--- src/cdsp_pkg.sv ---
// Shared constants and types for the codec datapath and serial port setup bank.
// Assumes one system clock domain; pins are synchronised inside the bank.
package cdsp_pkg;

  // Register indices on the control bus
  localparam logic [7:0] ADDR_PAGE_SEL = 8'h00;
  localparam logic [7:0] ADDR_PLL_FRAC_HIGH = 8'h05;
  localparam logic [7:0] ADDR_PLL_FRAC_LOW = 8'h06;
  localparam logic [7:0] ADDR_DATAPATH = 8'h07;
  localparam logic [7:0] ADDR_SERIAL_A = 8'h08;

  // Values after reset
  localparam logic [7:0] RST_PLL_FRAC_HIGH = 8'h00;
  localparam logic [5:0] RST_PLL_FRAC_LOW = 6'h00;
  localparam logic [7:0] RST_DATAPATH = 8'h00;
  localparam logic [7:0] RST_SERIAL_A = 8'h00;
  localparam logic RST_PAGE = 1'b0;

  // Writable bits; the rest read as zero
  localparam logic [7:0] MASK_PLL_FRAC_LOW = 8'hfc;
  localparam logic [7:0] MASK_DATAPATH = 8'hfe;
  localparam logic [7:0] MASK_SERIAL_A = 8'hf4;

  // Field positions
  localparam int unsigned POS_FRAC_LOW = 2;
  localparam int unsigned POS_FSREF = 7;
  localparam int unsigned POS_ADC_DUAL = 6;
  localparam int unsigned POS_DAC_DUAL = 5;
  localparam int unsigned POS_LEFT_ROUTE = 3;
  localparam int unsigned POS_RIGHT_ROUTE = 1;
  localparam int unsigned POS_BCLK_MASTER = 7;
  localparam int unsigned POS_WCLK_MASTER = 6;
  localparam int unsigned POS_DOUT_TRISTATE = 5;
  localparam int unsigned POS_KEEP_CLOCKS = 4;
  localparam int unsigned POS_EFFECT_3D = 2;
  localparam int unsigned POS_PAGE = 0;

  // Bus byte length in bits
  localparam logic [3:0] BYTE_BITS = 4'h8;

  // DAC channel routing codes
  typedef enum logic [1:0] {
    CDSP_ROUTE_MUTE = 2'b00,
    CDSP_ROUTE_SAME = 2'b01,
    CDSP_ROUTE_CROSS = 2'b10,
    CDSP_ROUTE_MONO = 2'b11
  } cdsp_route_t;

  // Control bus slave states
  typedef enum logic [3:0] {
    CDSP_ST_IDLE = 4'b0000,
    CDSP_ST_ADDR = 4'b0001,
    CDSP_ST_ACK_ADDR = 4'b0010,
    CDSP_ST_REG = 4'b0011,
    CDSP_ST_ACK_REG = 4'b0100,
    CDSP_ST_WDATA = 4'b0101,
    CDSP_ST_ACK_W = 4'b0110,
    CDSP_ST_RDATA = 4'b0111,
    CDSP_ST_ACK_R = 4'b1000
  } cdsp_state_t;

  // Decoded settings handed to the datapath
  typedef struct packed {
    logic [13:0] pll_fraction;
    logic fsref_44k1;
    logic adc_dual_rate;
    logic dac_dual_rate;
    cdsp_route_t left_route;
    cdsp_route_t right_route;
    logic bclk_master;
    logic wclk_master;
    logic dout_tristate;
    logic keep_clocks;
    logic effect_3d;
  } cdsp_cfg_t;

endpackage

--- src/cdsp_regs.sv ---
// Control-bus slave and setup registers for PLL fraction, datapath and serial port A.
// Assumes scl/sda and the bit/word clock pins are asynchronous; everything else is on clk_sys.
//
// Behaviour
// - Fraction low register bits 7..2 hold the six low multiplier bits, reset zero.
// - Fraction low bits 1..0 are read-only zero; software writes zeros there.
// - Datapath bit 7 picks reference rate: 0 is 48 kHz, 1 is 44.1 kHz.
// - Datapath bit 6 enables ADC dual rate, reset off.
// - Datapath bit 5 enables DAC dual rate, reset off.
// - Left routing bits 4..3: mute, left, right, mono mix.
// - Right routing bits 2..1: mute, right, left, mono mix.
// - Serial bit 7: bit clock input when 0, driven output when 1.
// - Serial bit 6: word clock input when 0, driven output when 1.
// - Serial bit 5 set tri-states data output while no valid data goes out.
// - Serial bit 4 decides whether master clocks run during codec power-down.
// - Serial bit 2 enables 3-D effect processing, reset off.
// - High register holds eight top fraction bits, joined with the low register.
// - Register 0 bit 0 selects the page later accesses reach.

`timescale 1ns/1ps
`default_nettype none

module cdsp_regs #(
  parameter logic [6:0] DEV_ADDR = 7'h18,
  parameter int unsigned BCLK_HALF = 4,
  parameter int unsigned WORD_HALF_BITS = 32
) (
  // Clock and reset
  input wire logic clk_sys,
  input wire logic arst_n,
  // Control bus pins
  input wire logic scl_i,
  input wire logic sda_i,
  output logic sda_o,
  output logic sda_oe,
  // Serial audio clock pins
  input wire logic bclk_i,
  output logic bclk_o,
  output logic bclk_oe,
  input wire logic wclk_i,
  output logic wclk_o,
  output logic wclk_oe,
  // Serial data output pin
  input wire logic dout_bit,
  input wire logic dout_valid,
  output logic dout_o,
  output logic dout_oe,
  // Codec state and settings
  input wire logic codec_power_down,
  output logic bit_edge,
  output var cdsp_pkg::cdsp_cfg_t cfg
);

  logic [2:0] scl_q;
  logic [2:0] sda_q;
  logic [2:0] bclk_q;
  logic [1:0] wclk_q;
  logic scl_rise, scl_fall, bus_start, bus_stop, wr_stb, rw_r, nack_r, page_r;
  logic [3:0] bitcnt_r;
  logic [7:0] shift_r, ptr_r, rd_byte;
  logic [7:0] frac_high_r, frac_low_r, datapath_r, serial_a_r;
  cdsp_pkg::cdsp_state_t state_r;
  logic clk_run;
  logic [$clog2(BCLK_HALF+1)-1:0] div_r;
  logic [$clog2(WORD_HALF_BITS+1)-1:0] wcnt_r;

  // Read view of one register; page 1 is not held here and reads zero except the page select
  function automatic logic [7:0] read_reg(input logic [7:0] idx, input logic pg);
    logic [7:0] val;
    val = 8'h00;
    if (idx == cdsp_pkg::ADDR_PAGE_SEL)
      val = {7'h00, pg};
    else if (!pg)
    begin
      case (idx)
        cdsp_pkg::ADDR_PLL_FRAC_HIGH: val = frac_high_r;
        cdsp_pkg::ADDR_PLL_FRAC_LOW: val = frac_low_r;
        cdsp_pkg::ADDR_DATAPATH: val = datapath_r;
        cdsp_pkg::ADDR_SERIAL_A: val = serial_a_r;
        default: val = 8'h00;
      endcase
    end
    return val;
  endfunction

  // Pin synchronisers; only the second and third stages feed logic
  always_ff @(posedge clk_sys or negedge arst_n)
  begin
    if (!arst_n)
    begin
      scl_q <= 3'h7;
      sda_q <= 3'h7;
      bclk_q <= 3'h0;
      wclk_q <= 2'h0;
    end
    else
    begin
      scl_q <= {scl_q[1:0], scl_i};
      sda_q <= {sda_q[1:0], sda_i};
      bclk_q <= {bclk_q[1:0], bclk_i};
      wclk_q <= {wclk_q[0], wclk_i};
    end
  end

  assign scl_rise = scl_q[1] & ~scl_q[2];
  assign scl_fall = ~scl_q[1] & scl_q[2];
  assign bus_start = scl_q[1] & scl_q[2] & sda_q[2] & ~sda_q[1];
  assign bus_stop = scl_q[1] & scl_q[2] & ~sda_q[2] & sda_q[1];
  assign wr_stb = (state_r == cdsp_pkg::CDSP_ST_WDATA) & scl_fall & (bitcnt_r == cdsp_pkg::BYTE_BITS);
  assign rd_byte = read_reg(ptr_r, page_r);

  // Bus slave: address, index byte, then data bytes with auto-increment
  always_ff @(posedge clk_sys or negedge arst_n)
  begin
    if (!arst_n)
    begin
      state_r <= cdsp_pkg::CDSP_ST_IDLE;
      bitcnt_r <= 4'h0;
      shift_r <= 8'h00;
      ptr_r <= 8'h00;
      rw_r <= 1'b0;
      nack_r <= 1'b0;
      sda_oe <= 1'b0;
    end
    else if (bus_start)
    begin
      state_r <= cdsp_pkg::CDSP_ST_ADDR;
      bitcnt_r <= 4'h0;
      sda_oe <= 1'b0;
    end
    else if (bus_stop)
    begin
      state_r <= cdsp_pkg::CDSP_ST_IDLE;
      sda_oe <= 1'b0;
    end
    else
    begin
      case (state_r)
        cdsp_pkg::CDSP_ST_ADDR, cdsp_pkg::CDSP_ST_REG, cdsp_pkg::CDSP_ST_WDATA:
        begin
          if (scl_rise && bitcnt_r != cdsp_pkg::BYTE_BITS)
          begin
            shift_r <= {shift_r[6:0], sda_q[1]};
            bitcnt_r <= bitcnt_r + 4'h1;
          end
          else if (scl_fall && bitcnt_r == cdsp_pkg::BYTE_BITS)
          begin
            sda_oe <= 1'b1;
            if (state_r == cdsp_pkg::CDSP_ST_ADDR)
            begin
              rw_r <= shift_r[0];
              if (shift_r[7:1] == DEV_ADDR)
                state_r <= cdsp_pkg::CDSP_ST_ACK_ADDR;
              else
              begin
                state_r <= cdsp_pkg::CDSP_ST_IDLE;
                sda_oe <= 1'b0;
              end
            end
            else if (state_r == cdsp_pkg::CDSP_ST_REG)
            begin
              ptr_r <= shift_r;
              state_r <= cdsp_pkg::CDSP_ST_ACK_REG;
            end
            else
            begin
              ptr_r <= ptr_r + 8'h01;
              state_r <= cdsp_pkg::CDSP_ST_ACK_W;
            end
          end
        end
        cdsp_pkg::CDSP_ST_ACK_ADDR, cdsp_pkg::CDSP_ST_ACK_REG, cdsp_pkg::CDSP_ST_ACK_W:
        begin
          if (scl_fall)
          begin
            bitcnt_r <= 4'h0;
            if (state_r == cdsp_pkg::CDSP_ST_ACK_ADDR && rw_r)
            begin
              shift_r <= rd_byte;
              sda_oe <= ~rd_byte[7];
              state_r <= cdsp_pkg::CDSP_ST_RDATA;
            end
            else
            begin
              sda_oe <= 1'b0;
              state_r <= (state_r == cdsp_pkg::CDSP_ST_ACK_ADDR) ? cdsp_pkg::CDSP_ST_REG
                                                                  : cdsp_pkg::CDSP_ST_WDATA;
            end
          end
        end
        cdsp_pkg::CDSP_ST_RDATA:
        begin
          if (scl_fall)
          begin
            if (bitcnt_r == 4'h7)
            begin
              sda_oe <= 1'b0;
              ptr_r <= ptr_r + 8'h01;
              state_r <= cdsp_pkg::CDSP_ST_ACK_R;
            end
            else
            begin
              shift_r <= {shift_r[6:0], 1'b0};
              sda_oe <= ~shift_r[6];
              bitcnt_r <= bitcnt_r + 4'h1;
            end
          end
        end
        cdsp_pkg::CDSP_ST_ACK_R:
        begin
          if (scl_rise)
            nack_r <= sda_q[1];
          else if (scl_fall)
          begin
            bitcnt_r <= 4'h0;
            if (nack_r)
              state_r <= cdsp_pkg::CDSP_ST_IDLE;
            else
            begin
              shift_r <= rd_byte;
              sda_oe <= ~rd_byte[7];
              state_r <= cdsp_pkg::CDSP_ST_RDATA;
            end
          end
        end
        default: state_r <= cdsp_pkg::CDSP_ST_IDLE;
      endcase
    end
  end

  // Open drain: only ever pull low
  assign sda_o = 1'b0;

  // Register writes; reserved bits are masked so they always read zero
  always_ff @(posedge clk_sys or negedge arst_n)
  begin
    if (!arst_n)
    begin
      page_r <= cdsp_pkg::RST_PAGE;
      frac_high_r <= cdsp_pkg::RST_PLL_FRAC_HIGH;
      frac_low_r <= {cdsp_pkg::RST_PLL_FRAC_LOW, 2'b00};
      datapath_r <= cdsp_pkg::RST_DATAPATH;
      serial_a_r <= cdsp_pkg::RST_SERIAL_A;
    end
    else if (wr_stb)
    begin
      if (ptr_r == cdsp_pkg::ADDR_PAGE_SEL)
        page_r <= shift_r[cdsp_pkg::POS_PAGE];
      else if (!page_r)
      begin
        case (ptr_r)
          cdsp_pkg::ADDR_PLL_FRAC_HIGH: frac_high_r <= shift_r;
          cdsp_pkg::ADDR_PLL_FRAC_LOW: frac_low_r <= shift_r & cdsp_pkg::MASK_PLL_FRAC_LOW;
          cdsp_pkg::ADDR_DATAPATH: datapath_r <= shift_r & cdsp_pkg::MASK_DATAPATH;
          cdsp_pkg::ADDR_SERIAL_A: serial_a_r <= shift_r & cdsp_pkg::MASK_SERIAL_A;
          default: page_r <= page_r;
        endcase
      end
    end
  end

  // Settings view; fraction high and low pair into one 14-bit value
  always_comb
  begin
    cfg.pll_fraction = {frac_high_r, frac_low_r[7:cdsp_pkg::POS_FRAC_LOW]};
    cfg.fsref_44k1 = datapath_r[cdsp_pkg::POS_FSREF];
    cfg.adc_dual_rate = datapath_r[cdsp_pkg::POS_ADC_DUAL];
    cfg.dac_dual_rate = datapath_r[cdsp_pkg::POS_DAC_DUAL];
    cfg.left_route = cdsp_pkg::cdsp_route_t'(datapath_r[cdsp_pkg::POS_LEFT_ROUTE +: 2]);
    cfg.right_route = cdsp_pkg::cdsp_route_t'(datapath_r[cdsp_pkg::POS_RIGHT_ROUTE +: 2]);
    cfg.bclk_master = serial_a_r[cdsp_pkg::POS_BCLK_MASTER];
    cfg.wclk_master = serial_a_r[cdsp_pkg::POS_WCLK_MASTER];
    cfg.dout_tristate = serial_a_r[cdsp_pkg::POS_DOUT_TRISTATE];
    cfg.keep_clocks = serial_a_r[cdsp_pkg::POS_KEEP_CLOCKS];
    cfg.effect_3d = serial_a_r[cdsp_pkg::POS_EFFECT_3D];
  end

  // Master clocks stop at power-down unless told to keep running
  assign clk_run = (cfg.bclk_master | cfg.wclk_master) & (~codec_power_down | cfg.keep_clocks);

  always_ff @(posedge clk_sys or negedge arst_n)
  begin
    if (!arst_n)
    begin
      div_r <= '0;
      wcnt_r <= '0;
      bclk_o <= 1'b0;
      wclk_o <= 1'b0;
    end
    else if (!clk_run)
    begin
      // Park low so a restart begins on a clean rising edge
      div_r <= '0;
      wcnt_r <= '0;
      bclk_o <= 1'b0;
      wclk_o <= 1'b0;
    end
    else if (div_r == ($bits(div_r))'(BCLK_HALF - 1))
    begin
      div_r <= '0;
      bclk_o <= ~bclk_o;
      if (bclk_o)
      begin
        if (wcnt_r == ($bits(wcnt_r))'(WORD_HALF_BITS - 1))
        begin
          wcnt_r <= '0;
          wclk_o <= ~wclk_o;
        end
        else
          wcnt_r <= wcnt_r + 1'b1;
      end
    end
    else
      div_r <= div_r + 1'b1;
  end

  // Pin directions, data output drive and bit clock edge for the datapath
  always_ff @(posedge clk_sys or negedge arst_n)
  begin
    if (!arst_n)
    begin
      bclk_oe <= 1'b0;
      wclk_oe <= 1'b0;
      dout_o <= 1'b0;
      dout_oe <= 1'b1;
      bit_edge <= 1'b0;
    end
    else
    begin
      bclk_oe <= cfg.bclk_master;
      wclk_oe <= cfg.wclk_master;
      dout_o <= dout_bit;
      dout_oe <= ~(cfg.dout_tristate & ~dout_valid);
      bit_edge <= cfg.bclk_master ? (clk_run && div_r == ($bits(div_r))'(BCLK_HALF - 1) && !bclk_o)
                                  : (bclk_q[1] & ~bclk_q[2]);
    end
  end

  a_frac_low_write: assert property (@(posedge clk_sys) disable iff (!arst_n)
    wr_stb && !page_r && ptr_r == cdsp_pkg::ADDR_PLL_FRAC_LOW |=> cfg.pll_fraction[5:0] == $past(shift_r[7:2]))
    else $error("fraction low bits not written");
  a_frac_rsvd_zero: assert property (@(posedge clk_sys) disable iff (!arst_n)
    ##1 frac_low_r[1:0] == 2'b00)
    else $error("reserved fraction bits not zero");
  a_frac_high_pair: assert property (@(posedge clk_sys) disable iff (!arst_n)
    wr_stb && !page_r && ptr_r == cdsp_pkg::ADDR_PLL_FRAC_HIGH |=> cfg.pll_fraction[13:6] == $past(shift_r))
    else $error("fraction high bits not written");
  a_fsref_dual_set: assert property (@(posedge clk_sys) disable iff (!arst_n)
    wr_stb && !page_r && ptr_r == cdsp_pkg::ADDR_DATAPATH
    |=> {cfg.fsref_44k1, cfg.adc_dual_rate, cfg.dac_dual_rate} == $past(shift_r[7:5]))
    else $error("rate bits not written");
  a_route_fields: assert property (@(posedge clk_sys) disable iff (!arst_n)
    wr_stb && !page_r && ptr_r == cdsp_pkg::ADDR_DATAPATH
    |=> {cfg.left_route, cfg.right_route} == $past(shift_r[4:1]))
    else $error("routing fields not written");
  a_clock_dirs: assert property (@(posedge clk_sys) disable iff (!arst_n)
    ##1 bclk_oe == $past(cfg.bclk_master) && wclk_oe == $past(cfg.wclk_master))
    else $error("clock pin direction wrong");
  a_dout_hiz: assert property (@(posedge clk_sys) disable iff (!arst_n)
    cfg.dout_tristate && !dout_valid |=> !dout_oe)
    else $error("data output driven while idle");
  a_dout_drive: assert property (@(posedge clk_sys) disable iff (!arst_n)
    !cfg.dout_tristate |=> dout_oe)
    else $error("data output released while kept driven");
  a_clk_stop: assert property (@(posedge clk_sys) disable iff (!arst_n)
    codec_power_down && !cfg.keep_clocks |=> !bclk_o && !wclk_o)
    else $error("master clocks run during power-down");
  a_effect_3d: assert property (@(posedge clk_sys) disable iff (!arst_n)
    wr_stb && !page_r && ptr_r == cdsp_pkg::ADDR_SERIAL_A |=> cfg.effect_3d == $past(shift_r[2]))
    else $error("effect enable not written");
  a_page_gate: assert property (@(posedge clk_sys) disable iff (!arst_n)
    wr_stb && page_r && ptr_r != cdsp_pkg::ADDR_PAGE_SEL |=> $stable(cfg))
    else $error("page 1 write reached page 0");

endmodule // cdsp_regs

`default_nettype wire

--- config.mk ---
export PLATFORM = sky130hd
export DESIGN_NAME = cdsp_regs
export DESIGN_NICKNAME = d
export VERILOG_FILES = /design/src/cdsp_pkg.sv /design/src/cdsp_regs.sv
export SDC_FILE = /design/constraint.sdc
export NUM_CORES = 1
export LEC_CHECK = 0
export ABC_CLOCK_PERIOD_IN_PS = 3500
export BUFFER_PORTS_ARGS = -buffer_cell sky130_fd_sc_hd__buf_2
export CORE_ASPECT_RATIO = 1.5
export CORE_MARGIN = 4
export CORE_UTILIZATION = 63
export DETAILED_ROUTE_END_ITERATION = 16
export GPL_TIMING_DRIVEN = 0
export MAX_ROUTING_LAYER = met4
export PLACE_DENSITY = 0.85
export SETUP_SLACK_MARGIN = 0.2
export SLEW_MARGIN = 20
export SYNTH_ARGS = -nofsm -noshare
export SYNTH_HDL_FRONTEND = slang
export SYNTH_SLANG_ARGS = --single-unit
--- constraint.sdc ---
create_clock -name clk_sys -period 3.5 [get_ports clk_sys]
set_input_delay 0.7 -clock clk_sys [delete_from_list [all_inputs] [get_ports clk_sys]]
set_output_delay 0.7 -clock clk_sys [all_outputs]
set_load 0.02 [all_outputs]
==> results_dict.tcl, run 1 <==
set metrics [dict create \
    synthCells 398 \
    rows 35 \
    synth_edf_count 0 \
    die_width_um 74.0 \
    layout_common_cells "72 x dfrtp_1, 42 x buf_2, 37 x mux2_2" \
    grt_pass1_vias 3405 \
    via_count 3342 \
    drive_above_1_share 0.257 \
    fin_worst_skew_ps 12.2 \
    yosysSeqAreaShare 0.482 \
    path_cells "inv_1 -> ha_1 -> nand3b_1 -> a221o_1 -> o21ai_0 -> nor4_4 -> mux2_2" \
    p_leak_nw 2.19 \
    post_dp_cell_area_um2 4450 \
    drv_slew 0 \
    diodes 0 \
    crit_fanout 8 \
    grtUsageTotal 0.278 \
    numCtsBuffers 9 \
    antenna_found_initial 0 \
    synth_cell_types 58 \
    pin_count 44 \
    worstSetupPathType "reg2reg" \
    start_util 0.658 \
    drt-wirelength-per-cell_um 18.3 \
    clkTransAtPathRegs_ps 90 \
    root_buffer "clkbuf_8" \
    worst_slew_pin_slew_ps 738 \
    synthTopCellsByArea "dfrtp_1 44%, mux2_2 10%, dfstp_2 4.5%" \
    synth_top_area_frac 0.438 \
    cts_tree "yes" \
    min_path_type "in2async" \
    insertion_delay_ps 360 \
    tns_ps 0 \
    peakVddDrop_uv 389 \
    cp_slowest_cell "nor4_4" \
    cp-end-kind "register" \
    wl_mm 9.69 \
    worstPathRequired_ps 3740 \
    synth_fp_nets 415 \
    dr.pass1.iters 6 \
    cp.arrival_ps 2780 \
    h-tree-depth 3 \
    syn_to_final_growth_pct 13.2 \
    die_y_um 107 \
    yosysTopAreaCell "dfrtp_1" \
    drtIter0Drc 355 \
    ys_ff_latch 79 \
    layout.cells.non_filler 530 \
    vias_per_cell 6.31 \
    cp_slowest_stage_delay_ps 620 \
    drc 0 \
    cts.sinks 79 \
    grt_max_degree 62 \
    post-place-cells 514 \
    core_area_um2 6260 \
    synthFlopType "dfrtp_1" \
    fin_crit_sh 0.726 \
    relSlewSlack 0.506 \
    layout_commonest_cell "dfrtp_1" \
    synthArstFlopShare 1.00 \
    hold_viol 0 \
    ant_nets 0 \
    start_kind "register" \
    final_area_um2 4660 \
    syn_area_um2 4120 \
    avgSynthCellArea_um2 10.3 \
    gp_congestion 0.914 \
    rsz0062_at_grt "false" \
    ys_warn_count 0 \
    hpwl_mm 6.80 \
    nFillCells 455 \
    cts_resized 0 \
    maxCapViolations 0 \
    grt_pass1_wl_mm 16.6 \
    die_area_um2 7920 \
    final.min_clock_period_ps 2540 \
    max_freq_ghz 0.394 \
    p_per_area_nw_per_um2 566 \
    status "finished clean" \
    cts_hold_buf 0 \
    cts_buffer_depth 2 \
    setup_viol 0 \
    place.port_buffers 41 \
    gr-total-overflow 0 \
    nNetsFinal 468 \
    cts_setup_buffers 0 \
]
-- power breakdown --
group          switching [mW]  internal [mW]
logic                   0.456          0.312
clock network           0.366          0.362
registers               0.143          0.997
-- final timing paths --
check	start	to	slack [ps]	cells after the start
setup reg to reg	bitcnt_r[0]	shift_r[1]	960	7
hold / removal	arst_n	wcnt_r[2]	210	1
min in group clk_sys	sda_q[0]	sda_q[1]	360	0
setup / recovery	bitcnt_r[0]	shift_r[1]	960	7
hold reg to reg	sda_q[0]	sda_q[1]	360	0
max in group asynchronous	arst_n	scl_q[0]	2660	2
-- synthesized netlist by cell type (all sizes together) (3+ instances only) --
master  count
o21bai      3
buf         6
a21o        4
dfrtp      72
nand2      34
a21oi      22
o31ai       3
mux2       37
or3         3
or4         4
a31oi       3
nand4b      5
clkbuf     16
nand3b      3
nor4        6
a22o        3
dfstp       7
nand3      15
nor2b       9
nor3b       4
o21ai      30
nor3        4
o21a        3
and3        3
nand4       6
nand2b      9
mux2i       3
a22oi       3
nor2       28
inv         9
ha          8
xnor2       3
a222oi      6
-- state kept, by name, indices dropped and copies added (netlist names) --
| name | cells |
|---|---|
| sda_oe | 1 |
| scl_q | 3 |
| bclk_oe | 1 |
| sda_q | 3 |
| serial_a_r | 5 |
| wclk_oe | 1 |
| bit_edge | 1 |
| dout_oe | 1 |
| frac_high_r | 8 |
| datapath_r | 7 |
| nack_r | 1 |
| rw_r | 1 |
| shift_r | 8 |
| wcnt_r | 6 |
| bclk_o | 1 |
| state_r | 4 |
| dout_o | 1 |
| ptr_r | 8 |
| frac_low_r | 6 |
| div_r | 3 |
| bitcnt_r | 4 |
| wclk_o | 1 |
| bclk_q | 3 |
| page_r | 1 |
-- through the flow --
step                utilization  total power, mW  worst slack, ps  hold WS (ps)
finish                    0.744             2.64              960           208
global route              0.744             2.78              825           216
CTS                       0.744             2.63              977           213
detailed placement        0.710             1.90             1020           337
global placement          0.705             1.87             1050           333
floorplan                     -             1.68             1440           331
-- critical path: cells and delay by family, from the launching register on --
kind | cells | cell delay (ps)
flip-flops | 1 | 400
adder cells (fa/ha/maj) | 1 | 200
multiplexers | 1 | 410
AO/OA/AOI/OAI | 2 | 480
buffers and inverters | 1 | 80
AND/OR/NAND/NOR | 2 | 850
-- layer usage --
metal / up-vias / GRT usage / share of wire
met4: 0 / 0.0972 / 0.026
met3: 24 / 0.0356 / 0.043
met5: - / - / 0
met2: 105 / 0.461 / 0.53
li1: 1560 / - / -
met1: 1653 / 0.347 / 0.40
-- final cells by class --
class                   instances  area (um^2)  share of cell area
multi-input cells             288         1990               0.427
flip-flops and latches         79         1990               0.426
repair buffers                 42          235              0.0505
clock buffers                  10          138              0.0295
plain buffers                  22          109              0.0234
well taps                      74         92.6              0.0199
clock inverters                 6         76.3              0.0164
inverters                       9         33.8             0.00725
-- cells by family (layout without fill, tap and decap cells) --
group / after synthesis / after routing / share of synthesized area
buffers and inverters: 31 / 89 / 0.0346
other: 1 / 1 / 0.000911
muxes: 40 / 40 / 0.108
xor gates and xnor gates: 5 / 5 / 0.0106
DFF: 79 / 79 / 0.482
and+or+nand+nor: 141 / 141 / 0.189
adders and majority gates: 8 / 8 / 0.0243
AOI/OAI and AO/OA: 93 / 93 / 0.150
(Power assumes the default switching activity.)
==> run 2, diff against run 1 <==
--- a/config.mk
+++ b/config.mk
@@ -5,15 +5,16 @@
 export SDC_FILE = /design/constraint.sdc
 export NUM_CORES = 1
 export LEC_CHECK = 0
-export ABC_CLOCK_PERIOD_IN_PS = 3500
+export ABC_AREA = 1
+export ABC_CLOCK_PERIOD_IN_PS = 2700
 export BUFFER_PORTS_ARGS = -buffer_cell sky130_fd_sc_hd__buf_2
 export CORE_ASPECT_RATIO = 1.5
 export CORE_MARGIN = 4
-export CORE_UTILIZATION = 63
+export CORE_UTILIZATION = 59
 export DETAILED_ROUTE_END_ITERATION = 16
 export GPL_TIMING_DRIVEN = 0
 export MAX_ROUTING_LAYER = met4
-export PLACE_DENSITY = 0.85
+export PLACE_DENSITY = 0.8
 export SETUP_SLACK_MARGIN = 0.2
 export SLEW_MARGIN = 20
 export SYNTH_ARGS = -nofsm -noshare
==> constraint.sdc (replaced) <==
create_clock -name clk_sys -period 2.7 [get_ports clk_sys]
set_input_delay 0.54 -clock clk_sys [delete_from_list [all_inputs] [get_ports clk_sys]]
set_output_delay 0.54 -clock clk_sys [all_outputs]
set_load 0.02 [all_outputs]
==> results_dict.tcl, run 2 <==
set metrics [dict create \
    p_leak_nw 2.37 \
    p_per_area_nw_per_um2 757 \
    path_cells "nor2_1 -> nand2_1 -> nor2_1 -> nand2_1 -> nand2_1 -> o21ai_0 -> nand2_1 -> nand2_1 -> nand2_1 -> nand2_1" \
    die_y_um 109 \
    cp_slowest_cell "nor2_1" \
    hold_viol 0 \
    gr-total-overflow 0 \
    fin_worst_skew_ps 8.15 \
    synthArstFlopShare 1.00 \
    cts_tree "yes" \
    cts_hold_buf 0 \
    place.port_buffers 41 \
    swShare 0.392 \
    wl_mm 9.42 \
    p_clk_frac 0.264 \
    cts.sinks 79 \
    cp_top_family "simple AND/OR/NAND/NOR gates" \
    tns_ps 0 \
    nNetsFinal 577 \
    cts_buffer_depth 2 \
    layout_common_cells "139 x nand2_1, 72 x dfrtp_1, 59 x nor2_1" \
    root_buffer "clkbuf_8" \
    drtIter0Drc 217 \
    hpwl_mm 7.07 \
    gp_congestion 0.926 \
    internal_power_mw 2.10 \
    setup_slack_ps 677 \
    power_frac_seq 0.429 \
    yosysMostFrequentCell "nand2_1" \
    synthFlopType "dfrtp_1" \
    maxCapViolations 0 \
    start_util 0.615 \
    reg_top3 "frac_high_r: 8 flops, ptr_r: 8 flops, shift_r: 8 flops" \
    fin_crit_sh 0.749 \
    synth_top_area_frac 0.446 \
    drive_above_1_share 0.182 \
    place_worst_setup_slack_ps 711 \
    worstPathRequired_ps 2950 \
    crit_fanout 8 \
    yosysTopAreaCell "dfrtp_1" \
    antenna_found_initial 0 \
    die_area_um2 8270 \
    yosysSeqAreaShare 0.491 \
    h-tree-depth 3 \
    rsz0062_at_grt "false" \
    synth_edf_count 0 \
    grt_pass1_wl_mm 15.7 \
    die_width_um 75.6 \
    min_path_type "in2async" \
    worstRegToRegCells 10 \
    r2r_slack_ps 680 \
    start_kind "register" \
    cts_setup_buffers 0 \
    clkTransAtPathRegs_ps 90 \
    pin_count 44 \
    crit_buf_inv 0 \
    drc 0 \
    cp_slowest_stage_delay_ps 550 \
    worst_slew_pin_slew_ps 629 \
    setup_viol 0 \
    synthTopCellsByArea "dfrtp_1 45%, nand2_1 13%, nor2_1 5.5%" \
    layout_commonest_cell "nand2_1" \
    grt_pass1_vias 3345 \
    ant_nets 0 \
    grtUsageTotal 0.257 \
    rr_startpoint "ptr_r[5]" \
    rows 36 \
    drt-wirelength-per-cell_um 14.7 \
    cp.arrival_ps 2270 \
    diodes 0 \
    vias_per_cell 5.55 \
    syn_area_um2 4040 \
    syn_to_final_growth_pct 13.0 \
    grt_max_degree 45 \
    synthCells 507 \
    peakVddDrop_uv 462 \
    worstSetupPathType "reg2reg" \
    cts_resized 0 \
    synth_cell_types 36 \
    drv_slew 0 \
    critPathMostFrequentCell "nand2_1" \
    synth_fp_nets 524 \
    r2r-end "sda_oe" \
    insertion_delay_ps 360 \
    status "finished clean" \
    ys_ff_latch 79 \
    dr.pass1.iters 5 \
    p_comb_frac 0.306 \
    max_freq_ghz 0.494 \
    cp-end-kind "register" \
    ys_warn_count 0 \
    synth.top_cells.by_count "139 x nand2_1, 72 x dfrtp_1, 59 x nor2_1" \
    nFillCells 533 \
    fin_util 0.695 \
    core_area_um2 6580 \
    p_sw_mw 1.35 \
    avgSynthCellArea_um2 7.97 \
    relSlewSlack 0.579 \
    cp-startpoint "ptr_r[5]" \
    numCtsBuffers 9 \
    via_count 3555 \
    final.min_clock_period_ps 2020 \
]
-- run 2: changes by cell type in the layout (fill, tap and decap cells not counted), moves of 14 or more --
cell,previous run,this run
nand2_1,34,139
mux2_2,37,0
nor2_1,28,59
inv_1,9,39
o21ai_1,0,29
nand3_1,14,36
clkbuf_1,15,1
-- run 2: metal layers --
metal	track usage	vias up	routed length (um)
met3	0.0512	26	393
met4	0.135	0	352
met5	-	-	0
li1	-	1765	-
met2	0.420	96	4890
met1	0.292	1668	3780
-- run 2: worst max path at each step --
stage,to,slack [ps],depth (start not counted)
2_1_floorplan,serial_a_r[6],1060,8
3_3_place_gp,ptr_r[3],580,1
3_5_place_dp,sda_oe,710,11
4_1_cts,sda_oe,690,10
5_1_grt,shift_r[2],460,9
6_report,sda_oe,680,10
-- run 2: kinds of logic after synthesis --
family	Yosys count	synth area share
buffers and inverters	51	0.0511
and+or+nand+nor	282	0.313
DFF	79	0.491
other	1	0.000928
muxes	2	0.00557
AOI/OAI and AO/OA	79	0.102
adders and majority gates	8	0.0248
xor gates and xnor gates	5	0.0108
-- run 2: through the flow --
stage / std cells / cell area (um^2) / hold slack (ps) / power, mW
after floorplan: 507 / 4040 / 244 / 2.25
after global placement: 624 / 4340 / 337 / 2.52
after detailed placement: 625 / 4360 / 342 / 2.56
after CTS: 641 / 4570 / 133 / 3.47
after global routing: 641 / 4570 / 147 / 3.70
final: 641 / 4570 / 124 / 3.46
-- run 2: area by class of cell --
type	count	area (um^2)	area share
Inverter	45	169	0.0370
Timing Repair Buffer	42	228	0.0498
Buffer	6	37.5	0.00822
Multi-Input combinational cell	377	1850	0.405
Clock buffer	10	138	0.0301
Clock inverter	6	66.3	0.0145
Tap cell	76	95.1	0.0208
Sequential cell	79	1990	0.435
-- run 2: worst register-to-register path, delay by kind of cell, from the launching register on --
| family | cells | cell delay [ps] |
|---|---|---|
| compound gates | 1 | 110 |
| flops | 1 | 430 |
| simple gates | 9 | 1380 |
-- run 2: power by group through the flow --
stage	sequential (mW)	clock (mW)	combinational (mW)
after global routing	1.51	0.992	1.20
after floorplan	1.46	0	0.789
final	1.49	0.915	1.06
after detailed placement	1.51	0	1.06
after CTS	1.48	0.930	1.06
after global placement	1.50	0	1.02
==> run 3, diff against run 2 <==
--- a/config.mk
+++ b/config.mk
@@ -6,7 +6,7 @@
 export NUM_CORES = 1
 export LEC_CHECK = 0
 export ABC_AREA = 1
-export ABC_CLOCK_PERIOD_IN_PS = 2700
+export ABC_CLOCK_PERIOD_IN_PS = 1950
 export BUFFER_PORTS_ARGS = -buffer_cell sky130_fd_sc_hd__buf_2
 export CORE_ASPECT_RATIO = 1.5
 export CORE_MARGIN = 4
==> constraint.sdc (replaced) <==
create_clock -name clk_sys -period 1.95 [get_ports clk_sys]
set_input_delay 0.39 -clock clk_sys [delete_from_list [all_inputs] [get_ports clk_sys]]
set_output_delay 0.39 -clock clk_sys [all_outputs]
set_load 0.02 [all_outputs]
==> results_dict.tcl, run 3 (synthesis gave the netlist of run 2 again) <==
set metrics [dict create \
    root_buffer "clkbuf_8" \
    post_dp_cell_area_um2 4360 \
    nFillCells 443 \
    place.port_buffers 41 \
    grt_max_degree 45 \
    cts_buffer_depth 2 \
    hpwl_mm 7.07 \
    cts_tree "yes" \
    diodes 0 \
    setup_slack_ps 225 \
    maxCapViolations 0 \
    vias_per_cell 5.71 \
    reg_top3 "frac_high_r: 8 flops, ptr_r: 8 flops, shift_r: 8 flops" \
    core_area_um2 6580 \
    ant_nets 0 \
    rsz0062_at_grt "true" \
    pin_count 44 \
    die_width_um 75.6 \
    setup_viol 0 \
    place_worst_setup_slack_ps -38.7 \
    final.min_clock_period_ps 1730 \
    p_per_area_nw_per_um2 1040 \
    worstPathRequired_ps 2200 \
    peakVddDrop_uv 669 \
    grtUsageTotal 0.272 \
    post-place-cells 625 \
    rows 36 \
    syn_to_final_growth_pct 26.9 \
    gr-total-overflow 0 \
    h-tree-depth 3 \
    insertion_delay_ps 370 \
    min_path_type "in2reg" \
    cts.sinks 79 \
    multi_input_area_um2 2100 \
    clkTransAtPathRegs_ps 80 \
    holdWs_ps 115 \
    p_leak_nw 2.59 \
    max_freq_ghz 0.580 \
    start_util 0.615 \
    tns_ps 0 \
    dr.pass1.iters 5 \
    crit_fanout 5 \
    die_y_um 109 \
    fin_crit_sh 0.885 \
    fin_util 0.780 \
    gp_congestion 0.926 \
    layout_commonest_cell "nand2_1" \
    grt_pass1_vias 3447 \
    fin_worst_skew_ps 7.95 \
    nNetsFinal 613 \
    final_area_um2 5130 \
    drive_above_1_share 0.296 \
    numCtsBuffers 9 \
    drtIter0Drc 287 \
    power_mw 5.32 \
    grt_pass1_wl_mm 16.5 \
    cp-end-kind "register" \
    regArea_um2 1990 \
    antenna_found_initial 0 \
    layout_common_cells "135 x nand2_1, 66 x dfrtp_1, 52 x nor2_1" \
    drt-wirelength-per-cell_um 15.8 \
    layout.cells.non_filler 677 \
    status "finished clean" \
    drv_slew 0 \
    die_area_um2 8270 \
    via_count 3863 \
    hold_viol 0 \
    worstSetupPathType "reg2reg" \
    cp.arrival_ps 1980 \
    drc 0 \
    wl_mm 10.7 \
    start_kind "register" \
]
[run 3: cell types whose count changed in the layout (fill, tap and decap cells not counted), moves of 6 or more]
| cell | before | now |
|---|---|---|
| nand3_4 | 0 | 8 |
| dfrtp_1 | 72 | 66 |
| inv_1 | 39 | 33 |
| nor2_1 | 59 | 52 |
| buf_4 | 2 | 34 |
| nor2_4 | 4 | 15 |
| nand3_1 | 36 | 28 |
| dfrtp_2 | 0 | 6 |
[run 3: worst paths after layout]
path / start / end / slack (ps) / depth (start not counted)
max: ptr_r[0] / serial_a_r[6] / 220 / 7
min reg2reg: bclk_q[0] / bclk_q[1] / 360 / 0
min in group asynchronous: arst_n / wclk_oe / 500 / 2
max reg2reg: ptr_r[0] / serial_a_r[6] / 220 / 7
max in group asynchronous: arst_n / scl_q[2] / 800 / 3
min: scl_i / scl_q[0] / 110 / 1
[run 3: layout make-up]
class,instances,area share
Sequential cell,79,0.389
Multi-Input combinational cell,377,0.409
Timing Repair Buffer,78,0.100
Clock buffer,10,0.0268
Inverter,45,0.0334
Clock inverter,6,0.0129
Tap cell,76,0.0185
Buffer,6,0.0110
[run 3: timing repair]
item,in CTS,in global routing
hold buffers,1,0
pin swaps,9,21
resized for setup,31,45
setup endpoints to repair,45,51
cloned,0,1
buffers inserted,11,23
endpoints found under the hold margin,34,0
[run 3: worst max-delay path: stages, from the launching register on]
cell and delay [ps]:
dfrtp_2 450, inv_2 100, ha_2 210, nand3_2 100, nor2_4 170, buf_4 150
nand3_4 110, mux2_4 330
[run 3: routing by layer]
layer / GRT usage / part of all wire
met1: 0.307 / 0.38
met5: - / 0
met3: 0.0540 / 0.049
met2: 0.454 / 0.54
met4: 0.128 / 0.035
[run 3: power breakdown]
group / internal [mW] / total (mW) / switching, mW
sequential: 1.83 / 2.09 / 0.256
clock: 0.633 / 1.27 / 0.640
combinational: 0.705 / 1.95 / 1.25
total: 3.17 / 5.32 / 2.14
